$ cat src/hw/upsr_pkg.sv
// Shared constants and types for the USB port suspend/resume control block
package upsr_pkg;
    localparam int CLK_HZ          = 20_000_000;
    localparam int CLK_PERIOD_PS   = 50_000;
    // Bus idle after resume before the first SOF, in picoseconds (1.333 us)
    localparam int SOF_IDLE_PS     = 1_333_000;
    // Least time rounds up to whole cycles
    localparam int SOF_IDLE_CYC    =
        (SOF_IDLE_PS + CLK_PERIOD_PS - 1) / CLK_PERIOD_PS;
    localparam int SOF_CNT_W       = 6;
    localparam logic [SOF_CNT_W-1:0] SOF_CNT_RESET = 6'h00;
    localparam int PWD_W           = 5;
    localparam logic [PWD_W-1:0]   PWD_ALL  = 5'h1f;
    localparam int FIFO_W          = 32;
    localparam int FIFO_DEPTH      = 32;
    localparam int LEN_W           = 10;
    localparam int THR_W           = 6;
    localparam logic [THR_W-1:0]   THR_RESET = 6'h01;
    localparam int RETRY_RESET     = 0;

    // Resume sequencing toward the transceiver macro
    typedef enum logic [4:0] {
        upsr_rs_idle  = 5'b00001,
        upsr_rs_k     = 5'b00010,
        upsr_rs_se0   = 5'b00100,
        upsr_rs_hs    = 5'b01000,
        upsr_rs_wait  = 5'b10000
    } upsr_rs_t;

    // Transmit packet engine
    typedef enum logic [2:0] {
        upsr_tx_idle = 3'b001,
        upsr_tx_send = 3'b010,
        upsr_tx_fail = 3'b100
    } upsr_tx_t;
endpackage

$ cat src/hw/upsr_fifo_if.sv
// Valid/ready carrier between the port controller and its FIFO
`timescale 1ns/1ps
interface upsr_fifo_if #(parameter int W = 32, parameter int AW = 6);
    logic          in_valid;
    logic          in_ready;
    logic [W-1:0]  in_data;
    logic          out_valid;
    logic          out_ready;
    logic [W-1:0]  out_data;
    logic [AW-1:0] level;
    modport fifo (input in_valid, in_data, out_ready,
                  output in_ready, out_valid, out_data, level);
    modport user (output in_valid, in_data, out_ready,
                  input in_ready, out_valid, out_data, level);
endinterface

$ cat src/hw/upsr_fifo.sv
// Synchronous FIFO with registered read data
`timescale 1ns/1ps
module upsr_fifo #(
    parameter int WIDTH = 32,
    parameter int DEPTH = 32
) (
    input  wire logic  clock,
    input  wire logic  reset,
    upsr_fifo_if.fifo  port
);
    localparam int AW = $clog2(DEPTH);
    // Refuse depths that the pointer wrap cannot serve
    if (DEPTH < 2 || (1 << AW) != DEPTH) begin : g_bad_depth
        $error("upsr_fifo: DEPTH must be a power of two >= 2");
    end

    logic [WIDTH-1:0] mem [DEPTH];
    logic [AW-1:0]    wr_ptr;
    logic [AW-1:0]    rd_ptr;
    logic [AW:0]      count;
    logic [WIDTH-1:0] out_data;
    logic             out_valid;
    logic [AW-1:0]    next_wr_ptr;
    logic [AW-1:0]    next_rd_ptr;
    logic [AW:0]      next_count;
    logic [WIDTH-1:0] next_out_data;
    logic             next_out_valid;
    logic             push;
    logic             pop;
    logic             load;

    // Output register acts as one of the DEPTH slots so read data come from a flop
    always_comb begin
        push           = port.in_valid && port.in_ready;
        load           = (count != '0) && (!out_valid || port.out_ready);
        pop            = load;
        next_wr_ptr    = push ? AW'(wr_ptr + 1'b1) : wr_ptr;
        next_rd_ptr    = pop ? AW'(rd_ptr + 1'b1) : rd_ptr;
        next_count     = (AW+1)'(count + push - pop);
        next_out_data  = load ? mem[rd_ptr] : out_data;
        next_out_valid = load ? 1'b1
                       : (port.out_ready ? 1'b0 : out_valid);
    end

    always_ff @(posedge clock) begin
        if (reset) begin
            wr_ptr    <= '0;
            rd_ptr    <= '0;
            count     <= '0;
            out_valid <= 1'b0;
            out_data  <= '0;
        end else begin
            wr_ptr    <= next_wr_ptr;
            rd_ptr    <= next_rd_ptr;
            count     <= next_count;
            out_valid <= next_out_valid;
            out_data  <= next_out_data;
        end
        if (push)
            mem[wr_ptr] <= port.in_data;
    end

    // Output slot counts toward the depth, so no more than DEPTH words sit here
    assign port.in_ready  = (count + (AW+1)'(out_valid)) != (AW+1)'(DEPTH);
    assign port.out_valid = out_valid;
    assign port.out_data  = out_data;
    assign port.level     = count;
endmodule

$ cat src/hw/upsr_port_ctrl.sv
// USB port suspend, resume, transmit streaming and charger control
//
// Function
// Device mode: software suspends PHY only when stopped or bus suspended.
// Device mode: host resume clears PHY low-power suspend bit in hardware.
// Software clears PHY low-power suspend before device forces resume.
// Host mode: software suspends PHY only after port suspend or detach.
// Software sets suspend bit, then power-down bits, then clock gate.
// Wakeup with suspend bit clear raises port change, leaves bit clear.
// Wakeup after suspend bit set, before power-down, raises wakeup irq.
// Resume: macro drives K then SE0; switch to HS; then SOF allowed.
// Host holds SE0 idle 1.333 us after resume before first SOF.
// Software disables HS disconnect detect in suspend, re-enables after.
// Host streaming underrun on OUT data retries that OUT transaction.
// Software starts host OUT buffers on 4-byte aligned addresses.
// Stream disable: whole packet is buffered before transmit begins.
// Programmable fill threshold delays transmit until more data buffered.
// Writing 1 to active-low charger detect enable disables charger detect.
// Retry and stream disable apply to host and dual-role-as-host alike.
// Device mode stream disable also prevents receive FIFO overruns; this block has no receive FIFO, stream_disable only gates transmit start.
// All power-down bits plus clock gate stop transceiver clock.
`timescale 1ns/1ps
module upsr_port_ctrl
    import upsr_pkg::*;
#(
    parameter int LEN_BITS = upsr_pkg::LEN_W
) (
    input  wire logic                     clock,
    input  wire logic                     reset,
    input  wire logic                     host_mode,
    input  wire logic                     suspend_set,
    input  wire logic                     suspend_clear,
    input  wire logic                     port_suspend,
    input  wire logic [upsr_pkg::PWD_W-1:0] phy_powerdown_bits,
    input  wire logic                     phy_clock_gate,
    input  wire logic                     resume_pin,
    input  wire logic                     wakeup_pin,
    input  wire logic                     stream_disable,
    input  wire logic [upsr_pkg::THR_W-1:0] tx_fill_threshold,
    input  wire logic                     chg_detect_enable_n,
    input  wire logic                     hs_disconnect_detect_enable,
    input  wire logic                     se0_seen,
    input  wire logic                     in_valid,
    output logic                          in_ready,
    input  wire logic [upsr_pkg::FIFO_W-1:0] in_data,
    input  wire logic [LEN_BITS-1:0]      pkt_words,
    input  wire logic                     pkt_start,
    input  wire logic                     tx_ready,
    output logic                          tx_valid,
    output logic [upsr_pkg::FIFO_W-1:0]   tx_data,
    output logic                          tx_underrun_retry,
    output logic                          phy_low_power_suspend,
    output logic                          port_change_irq,
    output logic                          remote_wakeup_irq,
    output logic                          xcvr_clock_run,
    output logic                          drive_fs_k,
    output logic                          drive_se0,
    output logic                          high_speed,
    output logic                          sof_allowed,
    output logic                          hs_disc_detect_active,
    output logic                          charger_detect_on
);
    import upsr_pkg::*;
    localparam int AW = $clog2(FIFO_DEPTH) + 1;
    initial begin
        if (LEN_BITS < 2 || LEN_BITS > 16)
            $error("upsr_port_ctrl: LEN_BITS out of range");
    end

    // Pin synchronisers: three flops, change counted when last two agree
    logic [2:0] res_sync;
    logic [2:0] wak_sync;
    logic       res_lvl;
    logic       wak_lvl;
    logic       wak_prev;
    logic       next_res_lvl;
    logic       next_wak_lvl;
    always_comb begin
        next_res_lvl = (res_sync[2] == res_sync[1]) ? res_sync[1] : res_lvl;
        next_wak_lvl = (wak_sync[2] == wak_sync[1]) ? wak_sync[1] : wak_lvl;
    end
    always_ff @(posedge clock) begin
        if (reset) begin
            res_sync <= 3'h0;
            wak_sync <= 3'h0;
            res_lvl  <= 1'b0;
            wak_lvl  <= 1'b0;
            wak_prev <= 1'b0;
        end else begin
            res_sync <= {res_sync[1:0], resume_pin};
            wak_sync <= {wak_sync[1:0], wakeup_pin};
            res_lvl  <= next_res_lvl;
            wak_lvl  <= next_wak_lvl;
            wak_prev <= wak_lvl;
        end
    end
    logic wake_evt;
    assign wake_evt = wak_lvl && !wak_prev;

    // Low-power suspend bit; hardware clear on host resume beats a set
    logic next_lps;
    logic pwd_full;
    assign pwd_full = (phy_powerdown_bits == PWD_ALL);
    always_comb begin
        next_lps = phy_low_power_suspend;
        if (suspend_set)
            next_lps = 1'b1;
        if (suspend_clear)
            next_lps = 1'b0;
        if (!host_mode && res_lvl)
            next_lps = 1'b0;
    end
    always_ff @(posedge clock) begin
        if (reset)
            phy_low_power_suspend <= 1'b0;
        else
            phy_low_power_suspend <= next_lps;
    end

    // Wakeup interrupts: one-cycle pulses, bit left untouched
    logic next_pci;
    logic next_rwi;
    always_comb begin
        next_pci = wake_evt && port_suspend && !phy_low_power_suspend;
        next_rwi = wake_evt && phy_low_power_suspend
                   && !(pwd_full && phy_clock_gate);
    end
    always_ff @(posedge clock) begin
        if (reset) begin
            port_change_irq   <= 1'b0;
            remote_wakeup_irq <= 1'b0;
        end else begin
            port_change_irq   <= next_pci;
            remote_wakeup_irq <= next_rwi;
        end
    end

    // Transceiver clock stops only when fully powered down and gated
    assign xcvr_clock_run = !(phy_low_power_suspend && pwd_full
                              && phy_clock_gate && !wak_lvl);
    assign charger_detect_on = !chg_detect_enable_n;
    assign hs_disc_detect_active = hs_disconnect_detect_enable
                                   && !port_suspend;

    // Resume sequence: K, SE0, switch to HS on SE0, then hold idle
    upsr_rs_t               rs_state;
    upsr_rs_t               next_rs_state;
    logic [SOF_CNT_W-1:0]   idle_cnt;
    logic [SOF_CNT_W-1:0]   next_idle_cnt;
    logic                   next_high_speed;
    always_comb begin
        next_rs_state   = rs_state;
        next_idle_cnt   = idle_cnt;
        next_high_speed = high_speed;
        unique case (rs_state)
            upsr_rs_idle:
                if (host_mode && port_suspend && res_lvl)
                    next_rs_state = upsr_rs_k;
            upsr_rs_k:
                if (!res_lvl)
                    next_rs_state = upsr_rs_se0;
            upsr_rs_se0:
                if (se0_seen)
                    next_rs_state = upsr_rs_hs;
            upsr_rs_hs: begin
                next_rs_state   = upsr_rs_wait;
                next_idle_cnt   = SOF_CNT_RESET;
                next_high_speed = 1'b1;
            end
            upsr_rs_wait: begin
                next_idle_cnt = SOF_CNT_W'(idle_cnt + 1'b1);
                if (idle_cnt == SOF_CNT_W'(SOF_IDLE_CYC - 1))
                    next_rs_state = upsr_rs_idle;
            end
            default:
                next_rs_state = upsr_rs_idle;
        endcase
    end
    always_ff @(posedge clock) begin
        if (reset) begin
            rs_state <= upsr_rs_idle;
            idle_cnt <= SOF_CNT_RESET;
            high_speed <= 1'b0;
        end else begin
            rs_state <= next_rs_state;
            idle_cnt <= next_idle_cnt;
            high_speed <= next_high_speed;
        end
    end
    assign drive_fs_k  = (rs_state == upsr_rs_k);
    assign drive_se0   = (rs_state == upsr_rs_se0);
    assign sof_allowed = (rs_state == upsr_rs_idle) && !port_suspend;

    // Transmit FIFO between system side and the link
    upsr_fifo_if #(.W(FIFO_W), .AW(AW)) fif ();
    upsr_fifo #(.WIDTH(FIFO_W), .DEPTH(FIFO_DEPTH)) u_fifo (
        .clock (clock),
        .reset (reset),
        .port  (fif.fifo)
    );
    assign fif.in_valid = in_valid;
    assign fif.in_data  = in_data;
    assign in_ready     = fif.in_ready;

    // Transmit engine: start gated by whole packet or fill threshold
    upsr_tx_t          tx_state;
    upsr_tx_t          next_tx_state;
    logic [LEN_BITS-1:0] left;
    logic [LEN_BITS-1:0] next_left;
    logic              start_ok;
    logic [LEN_BITS-1:0] need;
    always_comb begin
        need = stream_disable ? pkt_words
             : LEN_BITS'(tx_fill_threshold);
        start_ok = (LEN_BITS'(fif.level) + LEN_BITS'(fif.out_valid)) >= need;
        next_tx_state = tx_state;
        next_left     = left;
        unique case (tx_state)
            upsr_tx_idle:
                if (pkt_start && start_ok && pkt_words != '0) begin
                    next_tx_state = upsr_tx_send;
                    next_left     = pkt_words;
                end
            upsr_tx_send:
                if (!fif.out_valid)
                    next_tx_state = upsr_tx_fail;
                else if (tx_ready) begin
                    next_left = LEN_BITS'(left - 1'b1);
                    if (left == LEN_BITS'(1))
                        next_tx_state = upsr_tx_idle;
                end
            upsr_tx_fail:
                next_tx_state = upsr_tx_idle;
            default:
                next_tx_state = upsr_tx_idle;
        endcase
    end
    always_ff @(posedge clock) begin
        if (reset) begin
            tx_state <= upsr_tx_idle;
            left     <= '0;
        end else begin
            tx_state <= next_tx_state;
            left     <= next_left;
        end
    end
    assign tx_valid          = (tx_state == upsr_tx_send) && fif.out_valid;
    assign tx_data           = fif.out_data;
    assign fif.out_ready     = (tx_state == upsr_tx_send) && tx_ready;
    assign tx_underrun_retry = (tx_state == upsr_tx_fail);
endmodule

$ cat config.mk
export PLATFORM = sky130hd
export DESIGN_NAME = upsr_port_ctrl
export DESIGN_NICKNAME = d
export VERILOG_FILES = /design/src/hw/upsr_pkg.sv /design/src/hw/upsr_fifo_if.sv /design/src/hw/upsr_fifo.sv /design/src/hw/upsr_port_ctrl.sv
export SDC_FILE = /design/constraint.sdc
export NUM_CORES = 1
export LEC_CHECK = 0
export BUFFER_PORTS_ARGS = -buffer_cell sky130_fd_sc_hd__buf_2
export CORE_ASPECT_RATIO = 1.2
export CORE_MARGIN = 2
export CORE_UTILIZATION = 60
export CTS_CLUSTER_DIAMETER = 150
export CTS_CLUSTER_SIZE = 28
export DETAILED_ROUTE_END_ITERATION = 10
export PLACE_DENSITY = 0.77
export SLEW_MARGIN = 20
export SYNTH_ARGS = -nofsm -noshare
export SYNTH_HDL_FRONTEND = slang
export SYNTH_SLANG_ARGS = --single-unit
$ cat constraint.sdc
create_clock -name clock -period 4.66 [get_ports clock]
set_clock_uncertainty 0.1 [all_clocks]
set_input_delay 0.233 -clock clock [delete_from_list [all_inputs] [get_ports clock]]
set_output_delay 0.233 -clock clock [all_outputs]
set_load 0.01 [all_outputs]
==> results.md, run 1 <==
- Syn nets: roughly 2200
- Main synth FF type: edfxtp_1
- Syn Area/Cell: a little over 20 um2
- DIE HEIGHT: between 200 and 300 um
- Antenna violations before repair: 0
- Layout Area Growth over Synthesis: 8.61%
- Ant. Diodes: 0
- CP startpoint kind: flop
- Final Hold Fails: 0
- Tcrit/Tclk final: between 80 and 90%
- First-pass GRT wire length: 145 mm
- # DRC: 0
- Area leader, netlist: edfxtp_1
- Die area: between 0.07 and 0.08 mm2
- Yosys warns: 0
- Slew headroom: 22.4%
- Total track usage: about 28%
- Status: completed
- Wire per inst: around 31 um
- Worst vdd ir: around 0.32 mV
- Final net count: about 2400
- Layout cell share with drive strength beyond 1: 23.5%
- Post-synthesis mux area share: 13.8%
- Setup_tns: 0 ns
- I/O Pins: approximately 110
- Synth Instances: between 2000 and 2500
- Area of the multi-input gates: around 0.0099 mm2
- CP arrival: about 4.1 ns
- PwrDens: 453 mW/mm2
- Post-Route WL: 101 mm
- Crit-path cells: ha_1 -> ha_1 -> nor3_1 -> a31oi_1 -> o31a_1 -> nand2_1 -> buf_4 -> nor2_4 -> buf_4
- Share of the synthesized area in the top cell type: between 70% and 80%
- CTS tree: done
- Core Util, Final: about 66%
- CTS Buffer Depth: 3
- Starting Density: roughly 60%
- RSZ-0062 raised after global routing: no
- Tightest Pin Transition: 1.16 ns
- XOR/XNOR share of the synthesized area: less than 1%
- Hold Startpoint: reset
- Row count: approximately 110
- Placeable Area: about 0.071 mm2
- GRT overflow: 0
- TritonRoute pass-1 iters: 6
- Crit-path max FO: 32
- Final Max Slew Viols: 0
- Critical path class: flop to flop
- Final setup violation count: 0
- Achievable frequency: ~0.26 GHz
- Area of the mapped netlist: ~0.043 mm2
- Width of the die: approximately 250 um
- Post-DRT Antenna Nets: 0
- Register area share after synthesis: about three quarters
- Final Critical Period: around 3.9 ns
- Top delay family on crit path: buffers and inverters
- Post-Synth Adder-Cell Area: less than 1%
- Synth top area cells: edfxtp_1 72%, mux4_2 13%, dfxtp_1 4.0%
- Filler cell count: about 4500
- Drt initial violations: slightly below 3000
- Slowest stage delay, CP: about 0.63 ns
- Async set-reset flop share out of synthesis: 0%
- Largest family of logic cells by synthesized area: multiplexers
- Vias per Instance: about 7
- Max_cap viols: 0
- Post-synthesis register bit count: ~1100
- Tightest Hold Check Type: input pin to flop
- Data required, critical path: 4.84 ns
- Worst skew pair latency: 0.64 ns
- P_leak: between 10 and 15 nW
- Commonest non-fill, non-tap cell in the layout: edfxtp_1
- Register area: between 0.03 and 0.04 mm2
- Vias: 22000
- CTS buffer count: 45
- Post-synthesis compound-gate area fraction: around 4.6%
- Slowest-stage cell, CP: nand2_1
- Clock sinks: between 1000 and 1500
- Post-synth EDFFs: 1024
- Cell variety after synth: between 60 and 70
- PortBufs: 113
- Detailed placer's ending HPWL: between 60 and 70 mm
- Largest net degree at the start of global routing: 70
- CP Buf/Inv Count: 2
- CTS Root Cell: clkbuf_16
- CP endpoint kind: flop
- Vias in the first global route: between 20000 and 25000
- R2r startpoint: u_fifo.port.out_valid
- Routability cong.: between 0.8 and 0.9
- Worst-path clk slew: around 0.11 ns
- Commonest cells after routing, fill and taps aside: 1024 x edfxtp_1, 256 x mux4_2, 130 x a22oi_1, 113 x buf_2, 83 x dfxtp_1
- CP Launch Point: u_fifo.port.out_valid
- Postcts setup bufs: 0
- Htree depth: 2
- Post-synthesis simple-gate area fraction: under 10%
[cells by family after synthesis]
group                    Yosys count
adder cells (fa/ha/maj)           31
AO/OA/AOI/OAI                    299
multiplexers                     267
flip-flops                      1110
XOR/XNOR                          13
buffers and inverters            141
AND/OR/NAND/NOR                  258
[routing by layer]
layer | wire, um | global-route usage (%) | vias to the layer above
li1 | - | - | 8985
met1 | 35300 | 36.3 | 11400
met2 | 51500 | 46.9 | 1373
met3 | 9030 | 4.68 | 232
met4 | 4790 | 11.7 | 0
met5 | 0 | 0 | -
[synthesized netlist by cell type, types with 4 or more instances]
cell      number
nor2b_1       14
nand4_1        6
mux2i_1        8
and3_1         4
a21oi_1       65
o21a_1         4
o21ai_1       28
o211ai_1       4
a22oi_1      130
buf_2         16
nand3_1       38
nor3_1        13
nand3b_1       5
mux4_2       256
dfxtp_1       86
edfxtp_1    1024
inv_1         22
xor2_1         6
buf_1         25
xnor2_1        7
buf_6          6
o21ai_0       41
o32ai_1        5
or3b_2         4
ha_1          30
nor2_1        72
nand2_1       63
clkbuf_1      50
or4_1          4
nand2b_1       4
and2_1         4
nor3b_1        6
buf_4         20
nor4_1         4
[tightest hold or removal path, stage by stage]
cell and delay (ns):
buf_2 0.09, buf_4 0.29, nor2_1 0.15
[power by group]
group	leakage (nW)	total [W]	switching (W)	internal, W
registers	9.93	0.0115	0.000299	0.0112
clock network	0.621	0.00475	0.00287	0.00188
logic	3.87	0.00482	0.00270	0.00213
total	14.4	0.0210	0.00586	0.0152
[area by class of cell]
type | count | share of cell area [%]
flip-flops and latches | 1110 | 69.9
multi-input cells | 868 | 21.3
repair buffers | 204 | 3.30
clock buffers | 80 | 2.71
well taps | 926 | 2.49
inverters | 23 | 0.186
clock inverters | 4 | 0.105
[timing repair]
| item | CTS | global route |
|---|---|---|
| endpoints found under the hold margin | 21 | 0 |
| resized for setup | 0 | 0 |
| hold buffers | 24 | 0 |
[flip-flops by register name, summed over array words and instances (netlist names)]
register / count
idle_cnt: 6
wak_sync: 3
phy_low_power_suspend: 1
port_change_irq: 1
tx_state: 3
u_fifo.rd_ptr: 5
u_fifo.port.out_valid: 1
rs_state: 5
remote_wakeup_irq: 1
u_fifo.port.out_data: 32
u_fifo.mem: 1024
u_fifo.wr_ptr: 5
u_fifo.port.level: 6
res_sync: 3
res_lvl: 1
wak_lvl: 1
left: 10
high_speed: 1
wak_prev: 1
[stage by stage]
stage	instance area, um2	power (W)	hold WS, ns	instances	worst slack [ns]
3_3_place_gp	44800	0.0163	0.311	3103	0.981
2_1_floorplan	42800	0.0148	0.216	2119	1.13
3_5_place_dp	44800	0.0164	0.328	3103	0.908
6_report	46400	0.0210	0.0809	3215	0.783
4_1_cts	46300	0.0211	0.0466	3211	0.838
5_1_grt	46400	0.0217	0.0828	3215	0.579
[worst paths after layout]
path	depth (start not counted)	slack [ns]	to
worst max-delay path	9	0.78	u_fifo.mem[26][28]
worst min-delay path	3	0.08	u_fifo.wr_ptr[1]
worst max register to register	9	0.78	u_fifo.mem[26][28]
worst min register to register	2	0.35	high_speed
Note: power is estimated with default switching activity, not from simulation.
==> inputs of run 2 (changes only) <==
Clock period 4.66 ns to 4 ns, I/O delays scaled along.
==> run 2 against run 1 <==
  * Count of clock-buffer cells in the layout decreased by 1
  * Sequential share of layout area decreased by 0.40 points
  * Hold slack got worse by 0.045 ns
  * Flip-flop and latch count unchanged
  * Power increased by 16%
  * Largest power group unchanged
  * Combinational power increased by 18%
==> results.md, run 2 (synthesis gave the netlist of run 1 again) <==
- Status: completed (unchanged)
- Worst-path clk slew: 0.11 ns (about the same)
- Final Critical Period: 3.66 ns (was 3.88 ns)
- Vias: 21700 (was 22000)
- CTS Buffer Depth: 3 (unchanged)
- Tcrit/Tclk final: 91.5% (was 83.2%)
- Largest register FFs: 1024 (unchanged)
- Worst vdd ir: 0.567 mV (was 0.323 mV)
- Detailed placer's ending HPWL: 61.4 mm (was 61.9 mm)
- Hold Startpoint: in_data[10] (was reset)
- GRT overflow: 0 (unchanged)
- Flop-to-flop setup slack: 0.34 ns (was 0.78 ns)
- Routability cong.: 0.847 (was 0.879)
- TritonRoute pass-1 iters: 5 (was 6)
- Worst R2R Path Depth: 12 (was 9)
- Hold path cells: 1 (was 3)
- Filler cell count: 4440 (was 4484)
- Wire per inst: 30.2 um (was 31.3 um)
- Register area: 0.0325 mm2 (unchanged)
- Post-Route WL: 97.7 mm (was 101 mm)
- Setup_tns: 0 ns (unchanged)
- # DRC: 0 (unchanged)
- Total track usage: 26.9% (was 27.8%)
- Clock sinks: 1110 (unchanged)
- Tightest Hold Check Type: input pin to flop (unchanged)
- R2r startpoint: u_fifo.port.level[2] (was u_fifo.port.out_valid)
- Crit-path max FO: 11 (was 32)
- Ant. Diodes: 0 (unchanged)
- Non-filler cells, final: 3239 (was 3215)
- Htree depth: 2 (unchanged)
- I/O Pins: 114 (unchanged)
- Area of the multi-input gates: 0.00989 mm2 (was 0.00988 mm2)
- Antenna violations before repair: 3 (was 0)
- RSZ-0062 raised after global routing: no (unchanged)
- Achievable frequency: 0.273 GHz (was 0.258 GHz)
- Drt initial violations: 2448 (was 2942)
- Top reg by flops: u_fifo.mem (unchanged)
- Row count: 107 (unchanged)
- Final instance area: 0.0467 mm2 (was 0.0464 mm2)
- Layout Area Growth over Synthesis: 9.23% (was 8.61%)
- Slew headroom: 24.9% (was 22.4%)
- Pwr Total: 0.0244 W (was 0.0210 W)
- Final Hold Fails: 0 (unchanged)
- First-pass GRT wire length: 141 mm (was 145 mm)
- Inst Count DP: 3132 (was 3103)
- CP arrival: 4.08 ns (was 4.06 ns)
- Regs by FF count: u_fifo.mem: 1024 flops, u_fifo.port.out_data: 32 flops, left: 10 flops (unchanged)
- Commonest non-fill, non-tap cell in the layout: edfxtp_1 (unchanged)
- RR Endpoint: left[6] (was u_fifo.mem[26][28])
- Post-DRT Antenna Nets: 0 (unchanged)
- DIE HEIGHT: 296 um (unchanged)
- Vias per Instance: 6.69 (was 6.84)
- Final net count: 2380 (was 2352)
- Data required, critical path: 4.42 ns (was 4.84 ns)
- CTS buffer count: 45 (unchanged)
- Largest net degree at the start of global routing: 70 (unchanged)
- PortBufs: 113 (unchanged)
- Placeable Area: 0.0708 mm2 (unchanged)
- Commonest cells after routing, fill and taps aside: 1024 x edfxtp_1, 256 x mux4_2, 130 x a22oi_1, 113 x buf_2, 83 x dfxtp_1 (unchanged)
- Vias in the first global route: 21300 (was 21500)
- Max_cap viols: 0 (unchanged)
- Final setup violation count: 0 (unchanged)
- DP Area: 0.0451 mm2 (was 0.0448 mm2)
- CP endpoint kind: flop (unchanged)
- Critical path class: flop to flop (unchanged)
- CP Launch Point: u_fifo.port.level[2] (was u_fifo.port.out_valid)
- Final Max Slew Viols: 0 (unchanged)
- Core Util, Final: 65.9% (was 65.6%)
- P_leak: 14.6 nW (was 14.4 nW)
- PwrDens: 523 mW/mm2 (was 453 mW/mm2)
- Min-Delay Endpoint: u_fifo.mem[1][10] (was u_fifo.wr_ptr[1])
- Layout cell share with drive strength beyond 1: 24.3% (was 23.5%)
- Width of the die: 248 um (unchanged)
- CTS tree: done (unchanged)
- CTS Root Cell: clkbuf_16 (unchanged)
- Starting Density: 60.4% (unchanged)
- Tightest Pin Transition: 1.12 ns (was 1.16 ns)
- Worst skew pair latency: 0.63 ns (was 0.64 ns)
- Die area: 0.0734 mm2 (unchanged)
- CP startpoint kind: flop (unchanged)
run 2: changes by cell type in the layout (fill, tap and decap cells not counted), moves of 2 or more:
cell | before | now
buf_12 | 13 | 23
buf_16 | 3 | 1
buf_4 | 51 | 70
inv_6 | 2 | 0
run 2: worst max path at each step:
stage          slack [ns]  cells past startpoint              endpoint
2_1_floorplan        0.47                      8     u_fifo.mem[22][0]
3_3_place_gp         0.58                     11  u_fifo.port.level[4]
3_5_place_dp         0.61                     11  u_fifo.port.level[4]
4_1_cts              0.26                     12               left[2]
5_1_grt              0.10                     12               left[6]
6_report             0.34                     12               left[6]
run 2: layout make-up:
cell class,instances,share of cell area [%]
inverters,23,0.185
clock buffers,79,2.68
multi-input cells,868,21.2
repair buffers,232,3.92
clock inverters,1,0.0241
well taps,926,2.48
flip-flops and latches,1110,69.5
run 2: worst max-delay path: stages (launching register included):
cell and delay (ns):
dfxtp_1 0.48, ha_1 0.24, nand3_1 0.12, xnor2_2 0.26
inv_1 0.07, ha_1 0.29, a21o_1 0.18, a221o_1 0.35
o211ai_1 0.25, buf_4 0.24, and2_1 0.27, o32ai_1 0.13
dlygate4sd3_1 0.56
run 2: stage by stage:
step,hold WS (ns),worst slack [ns]
2_1_floorplan,0.183,0.471
3_3_place_gp,0.278,0.576
3_5_place_dp,0.275,0.614
4_1_cts,0.00340,0.259
5_1_grt,0.0428,0.101
6_report,0.0358,0.340
run 2: per-layer routing:
layer | up-vias | part of all wire [%] | GRT usage, %
met2 | 1090 | 52 | 45.9
met4 | 4 | 3.7 | 9.08
met1 | 11400 | 37 | 35.8
met5 | - | 0.027 | 0
li1 | 9050 | - | -
met3 | 149 | 8.1 | 4.03
run 2: what timing repair did:
| action | 4_1_cts | 5_1_grt |
|---|---|---|
| setup endpoints to repair | 0 | 2 |
| gates resized for setup | 0 | 1 |
| setup buffers | 0 | 0 |
| endpoints found under the hold margin | 22 | 0 |
| hold buffers | 25 | 0 |
run 2: report_power, final:
group / internal (W) / switching (W)
clock network: 0.00217 / 0.00328
registers: 0.0130 / 0.000277
logic: 0.00256 / 0.00314
